File: config.mk
export PLATFORM = sky130hd
export DESIGN_NAME = txp_cmd_parser
export DESIGN_NICKNAME = d
export VERILOG_FILES = /design/src/include/txp_pkg.sv /design/src/rtl/txp_cmd_parser.sv
export SDC_FILE = /design/constraint.sdc
export NUM_CORES = 2
export LEC_CHECK = 0
export CAP_MARGIN = 20
export CORE_MARGIN = 2
export CORE_UTILIZATION = 60
export CTS_BUF_LIST = sky130_fd_sc_hd__clkbuf_2 sky130_fd_sc_hd__clkbuf_4 sky130_fd_sc_hd__clkbuf_8
export DETAILED_ROUTE_END_ITERATION = 7
export DONT_BUFFER_PORTS = 1
export GPL_ROUTABILITY_DRIVEN = 1
export PLACE_DENSITY = 0.85
export RECOVER_POWER = 50
export SETUP_SLACK_MARGIN = 0.5
export SLEW_MARGIN = 10
export SYNTH_ARGS = -nofsm -noshare
export SYNTH_HDL_FRONTEND = slang
export SYNTH_SLANG_ARGS = --single-unit
export TNS_END_PERCENT = 20
File: constraint.sdc
create_clock -name aclk -period 18 [get_ports aclk]
set_input_delay 0.9 -clock aclk [delete_from_list [all_inputs] [get_ports aclk]]
set_output_delay 0.9 -clock aclk [all_outputs]
set_load 0.03 [all_outputs]
File: src/include/txp_pkg.sv
// constants, field layout and state type of the transmit command parser
// assumes a single 100 MHz clock and an AXI4-Lite register master
// Function
// - two 32-bit command words precede each buffer
// - packet edges come only from command bits
// - 16-bit tag copied into status word
// - differing B words in packet raise error
// - byte count versus packet length, error
// - bytes before start offset are discarded
// - later buffers start at own offset
// - end alignment padding accepted and removed
// - word A bit 31 flags buffer loaded
// - one status word per finished packet
// - status count reaching threshold signals host
// - overfilling the data FIFO raises error
// - alignment field 4, 16, 32 bytes
// - start offset in A bits 20:16
package txp_pkg;
    localparam int unsigned ADDR_W         = 8;
    // register byte offsets
    localparam logic [7:0]  REG_DATA_PORT  = 8'h00;
    localparam logic [7:0]  REG_SPACE_INFO = 8'h04;
    localparam logic [7:0]  REG_FLAGS      = 8'h08;
    localparam logic [7:0]  REG_STATUS_POP = 8'h0C;
    localparam logic [7:0]  REG_LEVEL      = 8'h10;
    // flag bits
    localparam int unsigned FLG_ERR        = 0;
    localparam int unsigned FLG_LOADED     = 1;
    localparam int unsigned FLG_LEVEL      = 2;
    // command word A fields
    localparam int unsigned A_IRQ          = 31;
    localparam int unsigned A_ALIGN_HI     = 25;
    localparam int unsigned A_ALIGN_LO     = 24;
    localparam int unsigned A_OFF_HI       = 20;
    localparam int unsigned A_OFF_LO       = 16;
    localparam int unsigned A_FIRST        = 13;
    localparam int unsigned A_LAST         = 12;
    localparam int unsigned A_SIZE_HI      = 10;
    // command word B fields
    localparam int unsigned B_TAG_HI       = 31;
    localparam int unsigned B_TAG_LO       = 16;
    localparam int unsigned B_LEN_HI       = 10;
    // alignment codes and masks
    localparam logic [1:0]  ALIGN_16       = 2'h1;
    localparam logic [1:0]  ALIGN_32       = 2'h2;
    localparam logic [11:0] MASK_4         = 12'h003;
    localparam logic [11:0] MASK_16        = 12'h00F;
    localparam logic [11:0] MASK_32        = 12'h01F;
    // queues
    localparam int unsigned DQ_DEPTH       = 16;
    localparam int unsigned DQ_AW          = 4;
    localparam int unsigned SQ_DEPTH       = 8;
    localparam int unsigned SQ_AW          = 3;
    // data queue entry: data, keep, last, tag, error
    localparam int unsigned E_KEEP_LO      = 32;
    localparam int unsigned E_LAST         = 36;
    localparam int unsigned E_TAG_LO       = 37;
    localparam int unsigned E_ERR          = 53;
    localparam int unsigned DQ_W           = 54;
    localparam int unsigned ST_ERR         = 15;
    localparam logic [1:0]  RESP_OKAY      = 2'h0;
    localparam logic [1:0]  RESP_SLVERR    = 2'h2;

    typedef enum logic [1:0] {
        PS_CMD_A,
        PS_CMD_B,
        PS_DATA
    } txp_parse_t;
endpackage : txp_pkg

File: src/rtl/txp_cmd_parser.sv
// transmit command parser: axi4-lite data port, command checks, stripping, status queue
// assumes host keeps the command order and a transmit engine draining tx_out_*
//
// The register offsets and the AXI4-Lite interface to the registers are this design's own decisions.
`timescale 1ns/1ns
`default_nettype none
module txp_cmd_parser
    import txp_pkg::*;
(
    // clock and reset
    input  wire logic              aclk,
    input  wire logic              aresetn,
    // axi4-lite write address and data
    input  wire logic [ADDR_W-1:0] s_axi_awaddr,
    input  wire logic              s_axi_awvalid,
    output logic                   s_axi_awready,
    input  wire logic [31:0]       s_axi_wdata,
    input  wire logic [3:0]        s_axi_wstrb,
    input  wire logic              s_axi_wvalid,
    output logic                   s_axi_wready,
    // axi4-lite write response
    output logic [1:0]             s_axi_bresp,
    output logic                   s_axi_bvalid,
    input  wire logic              s_axi_bready,
    // axi4-lite read
    input  wire logic [ADDR_W-1:0] s_axi_araddr,
    input  wire logic              s_axi_arvalid,
    output logic                   s_axi_arready,
    output logic [31:0]            s_axi_rdata,
    output logic [1:0]             s_axi_rresp,
    output logic                   s_axi_rvalid,
    input  wire logic              s_axi_rready,
    // stripped payload toward the transmit engine
    output logic                   tx_out_valid,
    input  wire logic              tx_out_ready,
    output logic [31:0]            tx_out_data,
    output logic [3:0]             tx_out_keep,
    output logic                   tx_out_last,
    // flags
    output logic                   tx_error_flag,
    output logic                   tx_buffer_loaded_flag,
    output logic                   tx_status_level_hit
);

    typedef struct packed {
        logic                             aw_have;
        logic [ADDR_W-1:0]                awaddr;
        logic                             w_have;
        logic [31:0]                      wdata;
        logic [3:0]                       wstrb;
        logic                             bvalid;
        logic [1:0]                       bresp;
        logic                             rvalid;
        logic [31:0]                      rdata;
        logic [1:0]                       rresp;
        txp_parse_t                       st;
        logic [31:0]                      cmd_a;
        logic [31:0]                      first_b;
        logic                             pkt_err;
        logic [11:0]                      pkt_bytes;
        logic [11:0]                      pos;
        logic [DQ_DEPTH-1:0][DQ_W-1:0]    dq;
        logic [DQ_AW:0]                   dq_cnt;
        logic [DQ_AW-1:0]                 dq_wr;
        logic [DQ_AW-1:0]                 dq_rd;
        logic [SQ_DEPTH-1:0][31:0]        sq;
        logic [SQ_AW:0]                   sq_cnt;
        logic [SQ_AW-1:0]                 sq_wr;
        logic [SQ_AW-1:0]                 sq_rd;
        logic                             err_flag;
        logic                             done_flag;
        logic [SQ_AW:0]                   level;
    } txp_regs_t;

    txp_regs_t q;
    txp_regs_t d;

    // bytes of the dword at pos that fall inside [off, stop)
    function automatic logic [3:0] txp_keep(input logic [11:0] pos,
                                            input logic [11:0] off,
                                            input logic [11:0] stop);
        logic [3:0]  k;
        logic [11:0] b;
        k = 4'h0;
        for (int i = 0; i < 4; i++) begin
            b    = pos + 12'(i);
            k[i] = (b >= off) && (b < stop);
        end
        return k;
    endfunction : txp_keep

    function automatic logic [11:0] txp_align_mask(input logic [1:0] code);
        case (code)
            ALIGN_16: return MASK_16;
            ALIGN_32: return MASK_32;
            default:  return MASK_4;  // reserved code treated as dword alignment
        endcase
    endfunction : txp_align_mask

    logic        aw_hs;
    logic        w_hs;
    logic        ar_hs;
    logic        wr_go;
    logic        out_hs;
    logic        dq_push;
    logic        sq_push;
    logic        sq_pop;
    logic        set_err;
    logic        set_done;
    logic [31:0] wd;
    logic [11:0] off;
    logic [11:0] stop;
    logic [11:0] end_al;
    logic [11:0] amask;
    logic [3:0]  keep;
    logic [11:0] nbytes;
    logic        buf_end;
    logic        is_last;
    logic        len_bad;
    logic [DQ_W-1:0] entry;
    logic [DQ_W-1:0] head;

    assign head                  = q.dq[q.dq_rd];
    assign s_axi_awready         = !q.aw_have && !q.bvalid;
    assign s_axi_wready          = !q.w_have && !q.bvalid;
    assign s_axi_bvalid          = q.bvalid;
    assign s_axi_bresp           = q.bresp;
    assign s_axi_arready         = !q.rvalid;
    assign s_axi_rvalid          = q.rvalid;
    assign s_axi_rdata           = q.rdata;
    assign s_axi_rresp           = q.rresp;
    assign tx_out_valid          = (q.dq_cnt != '0);
    assign tx_out_data           = head[31:0];
    assign tx_out_keep           = head[E_KEEP_LO+3:E_KEEP_LO];
    assign tx_out_last           = head[E_LAST];
    assign tx_error_flag         = q.err_flag;
    assign tx_buffer_loaded_flag = q.done_flag;
    assign tx_status_level_hit   = (q.level != '0) && (q.sq_cnt >= q.level);

    always_comb begin
        d        = q;
        aw_hs    = s_axi_awvalid && s_axi_awready;
        w_hs     = s_axi_wvalid && s_axi_wready;
        ar_hs    = s_axi_arvalid && s_axi_arready;
        wr_go    = q.aw_have && q.w_have && !q.bvalid;
        wd       = q.wdata;
        dq_push  = 1'b0;
        sq_push  = 1'b0;
        sq_pop   = 1'b0;
        set_err  = 1'b0;
        set_done = 1'b0;
        len_bad  = 1'b0;
        is_last  = q.cmd_a[A_LAST];
        off      = {7'h00, q.cmd_a[A_OFF_HI:A_OFF_LO]};
        stop     = off + {1'b0, q.cmd_a[A_SIZE_HI:0]};
        amask    = txp_align_mask(q.cmd_a[A_ALIGN_HI:A_ALIGN_LO]);
        end_al   = (stop + amask) & ~amask;
        keep     = txp_keep(q.pos, off, stop);
        nbytes   = 12'(keep[0]) + 12'(keep[1]) + 12'(keep[2]) + 12'(keep[3]);
        buf_end  = (q.pos + 12'h004) >= end_al;
        entry    = '0;
        // drain toward the engine stalls while the status queue is full
        out_hs   = tx_out_valid && tx_out_ready && (q.sq_cnt != (SQ_AW+1)'(SQ_DEPTH));

        if (aw_hs) begin
            d.aw_have = 1'b1;
            d.awaddr  = s_axi_awaddr;
        end
        if (w_hs) begin
            d.w_have = 1'b1;
            d.wdata  = s_axi_wdata;
            d.wstrb  = s_axi_wstrb;
        end
        if (q.bvalid && s_axi_bready) begin
            d.bvalid = 1'b0;
        end

        if (wr_go) begin
            d.aw_have = 1'b0;
            d.w_have  = 1'b0;
            d.bvalid  = 1'b1;
            d.bresp   = RESP_OKAY;
            case ({q.awaddr[ADDR_W-1:2], 2'b00})
                REG_DATA_PORT: begin
                    if (q.dq_cnt == (DQ_AW+1)'(DQ_DEPTH)) begin
                        set_err = 1'b1;
                    end else begin
                        case (q.st)
                            PS_CMD_A: begin
                                d.cmd_a = wd;
                                d.st    = PS_CMD_B;
                            end
                            PS_CMD_B: begin
                                d.st  = PS_DATA;
                                d.pos = 12'h000;
                                if (q.cmd_a[A_FIRST]) begin
                                    d.first_b   = wd;
                                    d.pkt_err   = 1'b0;
                                    d.pkt_bytes = 12'h000;
                                end else if (wd != q.first_b) begin
                                    d.pkt_err = 1'b1;
                                    set_err   = 1'b1;
                                end
                            end
                            PS_DATA: begin
                                d.pos       = q.pos + 12'h004;
                                d.pkt_bytes = q.pkt_bytes + nbytes;
                                len_bad     = is_last && buf_end
                                              && (d.pkt_bytes
                                                  != {1'b0, q.first_b[B_LEN_HI:0]});
                                if (len_bad) begin
                                    set_err = 1'b1;
                                end
                                // offset and pad dwords enter the queue only as the closing dword of a last buffer
                                dq_push = (keep != 4'h0) || (is_last && buf_end);
                                entry[31:0]                   = wd;
                                entry[E_KEEP_LO+3:E_KEEP_LO] = keep;
                                entry[E_LAST]                = is_last && buf_end;
                                entry[E_TAG_LO+15:E_TAG_LO]  = q.first_b[B_TAG_HI:B_TAG_LO];
                                entry[E_ERR]                 = q.pkt_err || len_bad;
                                if (buf_end) begin
                                    d.st     = PS_CMD_A;
                                    set_done = q.cmd_a[A_IRQ];
                                end
                            end
                            default: d.st = PS_CMD_A;
                        endcase
                    end
                end
                REG_FLAGS: begin
                    if (q.wstrb[0]) begin
                        // write one to clear; a same-cycle set still wins below
                        if (wd[FLG_ERR]) begin
                            d.err_flag = 1'b0;
                        end
                        if (wd[FLG_LOADED]) begin
                            d.done_flag = 1'b0;
                        end
                    end
                end
                REG_LEVEL: begin
                    if (q.wstrb[0]) begin
                        d.level = wd[SQ_AW:0];
                    end
                end
                REG_SPACE_INFO, REG_STATUS_POP: d.bresp = RESP_OKAY;
                default: d.bresp = RESP_SLVERR;
            endcase
        end

        if (set_err) begin
            d.err_flag = 1'b1;
        end
        if (set_done) begin
            d.done_flag = 1'b1;
        end

        if (q.rvalid && s_axi_rready) begin
            d.rvalid = 1'b0;
        end
        if (ar_hs) begin
            d.rvalid = 1'b1;
            d.rresp  = RESP_OKAY;
            d.rdata  = 32'h0000_0000;
            case ({s_axi_araddr[ADDR_W-1:2], 2'b00})
                REG_SPACE_INFO: begin
                    // free dwords low, waiting status words above
                    d.rdata[15:0]  = 16'((DQ_AW+1)'(DQ_DEPTH) - q.dq_cnt);
                    d.rdata[23:16] = 8'(q.sq_cnt);
                end
                REG_FLAGS: begin
                    d.rdata[FLG_ERR]    = q.err_flag;
                    d.rdata[FLG_LOADED] = q.done_flag;
                    d.rdata[FLG_LEVEL]  = tx_status_level_hit;
                end
                REG_STATUS_POP: begin
                    if (q.sq_cnt != '0) begin
                        d.rdata = q.sq[q.sq_rd];
                        sq_pop  = 1'b1;
                    end
                end
                REG_LEVEL: d.rdata[SQ_AW:0] = q.level;
                REG_DATA_PORT: d.rdata = 32'h0000_0000;
                default: d.rresp = RESP_SLVERR;
            endcase
        end

        if (dq_push) begin
            d.dq[q.dq_wr] = entry;
            d.dq_wr       = q.dq_wr + DQ_AW'(1);
        end
        if (out_hs) begin
            d.dq_rd = q.dq_rd + DQ_AW'(1);
            sq_push = head[E_LAST];
        end
        d.dq_cnt = q.dq_cnt + (DQ_AW+1)'(dq_push) - (DQ_AW+1)'(out_hs);

        if (sq_push) begin
            // tag high, error summary below it
            d.sq[q.sq_wr] = {head[E_TAG_LO+15:E_TAG_LO], head[E_ERR], 15'h0000};
            d.sq_wr       = q.sq_wr + SQ_AW'(1);
        end
        if (sq_pop) begin
            d.sq_rd = q.sq_rd + SQ_AW'(1);
        end
        d.sq_cnt = q.sq_cnt + (SQ_AW+1)'(sq_push) - (SQ_AW+1)'(sq_pop);
    end

    always_ff @(posedge aclk) begin
        if (!aresetn) begin
            q       <= '0;
            q.st    <= PS_CMD_A;
            q.bresp <= RESP_OKAY;
            q.rresp <= RESP_OKAY;
        end else begin
            q <= d;
        end
    end

endmodule : txp_cmd_parser
`default_nettype wire

==> results.txt <==
number of synthesized register bits - 1175
Congestion Overflow GR - 0
drt first pass iters - 7
fin crit share - 67.8%
Sw Share - 25.0%
worst-path fanout max - 54
Netlist cell types - 83
Synth Cell Area - 50600 sq um
Die ar. - 86600 sq um
Hold Path Sink - s_axi_rvalid
layout cells sized above 1 - 14.1%
Post-synth EDFFs - 0
power per cell area - 103 nW/um^2
Async SR Flop Fraction - 0%
Worst Reg-to-Reg Cells - 24
dominant synthesized flop cell - dfxtp_1
chip height - 294 um
Yosys top cell by area - dfxtp_1
final setup TNS - 0 ps
global placement routability congestion - 0.969
Worst EP arrival - 12930 ps
combinational share of power - 8.6%
Final Max Slew Viols - 1763
clk buf depth - 3
Via density - 6.86
first-pass GRT wire length - 231 mm
yosys warns - 0
Post-synth top cells - dfxtp_1 (1175), nand3_1 (907), o21ai_0 (858), nand2_1 (398), clkbuf_1 (384)
most common cell in the synthesized netlist - dfxtp_1
Fillers - 6152
Die X - 294 um
clock slew at reported path FFs - 60 ps
antenna violations before repair - 4
Final Hold Violating Endpoints - 0
Worst R2R Setup Slack - 5790 ps
Worst Setup Start Kind - register
number of global-route vias before repair - 40672
setup ws final - 5790 ps
htree depth - 4
clk_lat worst skew - 880 ps
Rows - 106
worst hold-check path type - in2reg
synth top area cells - dfxtp_1 (47%), mux4_2 (14%), nand3_1 (9.0%), o21ai_0 (8.5%), nand2_1 (3.0%)
DP Wirelength - 78.8 mm
Max transition margin - -197%
CTS tree - done
switching power total - 0.00138 W
crit path kind - reg2reg
gr usage total - 34.5%
Int Pwr - 0.00414 W
Post-CTS Setup Bufs - 0
pin count of the biggest net entering global routing - 874
cts bufs inserted - 179
Setup violations, final - 0
Post-CTS Hold Buffers - 0
DRT iter0 DRCs - 6329
Final min period - 12210 ps
Hold Path Depth - 1
total routed wirelength - 152 mm
worst r2r src - off[0]
Synth Instances - 5287
fmax - 0.0819 GHz
placed cell area - 50100 sq um
final instance area - 53800 sq um
Clock power frac - 42.9%
Tightest Pin Transition - 4450 ps
ANT nets after route - 0
starting density of the core - 60.5%
Reg power frac - 48.5%
Sink Count - 1175
sequential element share of the synthesized area - 46.5%
Leakage - 18.5 nW
Critical R2R Capture - q[705]
MaxCap Viol Count - 19
Critical Path Sink Type - register
failing checks - capacitance limit, slew limit
number of buffers added on ports - 0
skew final - 54.9 ps
Syn Area/Cell - 9.57 sq um
Yosys top cell area share - 46.5%
Worst Hold Launch - s_axi_rready
critical path required time - 18720 ps
Area Growth Syn to Fin - 6.39%
Layout Nets - 5081
# DRC - 0
vias post-DR - 42264
worst vdd ir - 114 uV
Place WS - 9440 ps
drt wl/cell - 24.7 um
RSZ-0062 raised after global routing - no
post-CTS resize count - 0
IO Pins - 142
status - finished with violations
Core Area - 83600 sq um
Root Driver - clkbuf_8
-- worst max path at each step --
stage,startpoint,end
after floorplan,off[0],q[338]
after global placement,off[0],q[932]
after detailed placement,off[0],q[392]
after CTS,off[0],q[392]
after global routing,off[0],q[866]
final,off[0],q[705]
-- power groups by stage --
stage               clock (W)  sequential (W)  combinational, W
global placement            0         0.00274          0.000457
detailed placement          0         0.00274          0.000459
finish                0.00237         0.00268          0.000473
floorplan                   0         0.00269          0.000432
global route          0.00248         0.00268          0.000507
CTS                   0.00237         0.00268          0.000461
-- routing by layer --
layer | global-route usage [%] | routed length [um] | vias to the layer above
met5 | 0 | 0 | -
met4 | 23.1 | 11000 | 0
met3 | 9.05 | 19600 | 778
met2 | 54.0 | 68700 | 2882
met1 | 42.1 | 53200 | 20345
li1 | - | - | 18259
-- cells in the final DEF (no fill, tap or decap), drive strengths merged, types with 16 or more instances in the layout --
master      n
nand4      28
nand2     399
mux2i     117
a21oi     201
a2bb2oi    18
dfxtp    1175
nor2b      16
clkbuf    296
nor3       21
o21ai     899
nor2      232
mux4      304
ha         73
nand3     914
xnor2      71
clkinv     19
xor2       17
buf        39
inv        60
-- area by class of cell --
type / instances / area (sq um) / share of cell area [%]
Clock inverter: 35 / 373 / 0.693
Multi-Input combinational cell: 3482 / 24500 / 45.5
Inverter: 54 / 204 / 0.379
Sequential cell: 1175 / 23500 / 43.7
Clock buffer: 284 / 3490 / 6.48
Tap cell: 1080 / 1350 / 2.51
Antenna cell: 2 / 5.00 / 0.00930
Timing Repair Buffer: 51 / 358 / 0.665
-- through the flow --
| stage | instances | total power (W) | util [%] | hold WS, ps |
|---|---|---|---|---|
| after floorplan | 5288 | 0.00312 | - | 433 |
| after global placement | 5840 | 0.00319 | 59.9 | 438 |
| after detailed placement | 5840 | 0.00320 | 59.9 | 445 |
| after CTS | 6159 | 0.00551 | 64.5 | 101 |
| after global routing | 6162 | 0.00567 | 64.4 | 127 |
| final | 6163 | 0.00552 | 64.4 | 144 |
-- state kept, by name, summed over array words and instances, names as in the netlist --
register	count
s_axi_rresp	1
s_axi_rvalid	1
tx_buffer_loaded_flag	1
is_last	1
q	1108
s_axi_rdata	23
tx_error_flag	1
s_axi_bvalid	1
off	5
s_axi_bresp	1
wd	32
-- worst max-delay path, cell delays in order, from the launching register on --
cell	delay, ps
dfxtp_1	380
ha_1	250
inv_1	70
fa_1	400
xnor2_1	200
ha_1	310
inv_1	60
o21bai_1	220
a21oi_1	120
nand2b_1	190
a21oi_1	260
nand2_1	140
or3_1	410
or2_2	310
xnor2_1	150
ha_1	300
o21a_1	110
o21a_1	120
o21ai_0	100
inv_1	110
a21boi_0	110
clkbuf_1	810
a21oi_1	2250
nand3_1	3400
o21ai_0	1180
-- cells by family (layout without fill, tap and decap cells) --
family                     Yosys count  count (layout)  share of synthesized area [%]
AOI/OAI and AO/OA                 1203            1203                           12.7
xor gates and xnor gates            89              89                           1.57
adders and majority gates           80              80                           2.04
buffers and inverters              631             424                           5.59
DFF                               1175            1175                           46.5
muxes                              423             423                           15.9
other                                1               4                        0.00741
and+or+nand+nor                   1685            1685                           15.7
No activity file was read; power rests on OpenSTA's default activity.
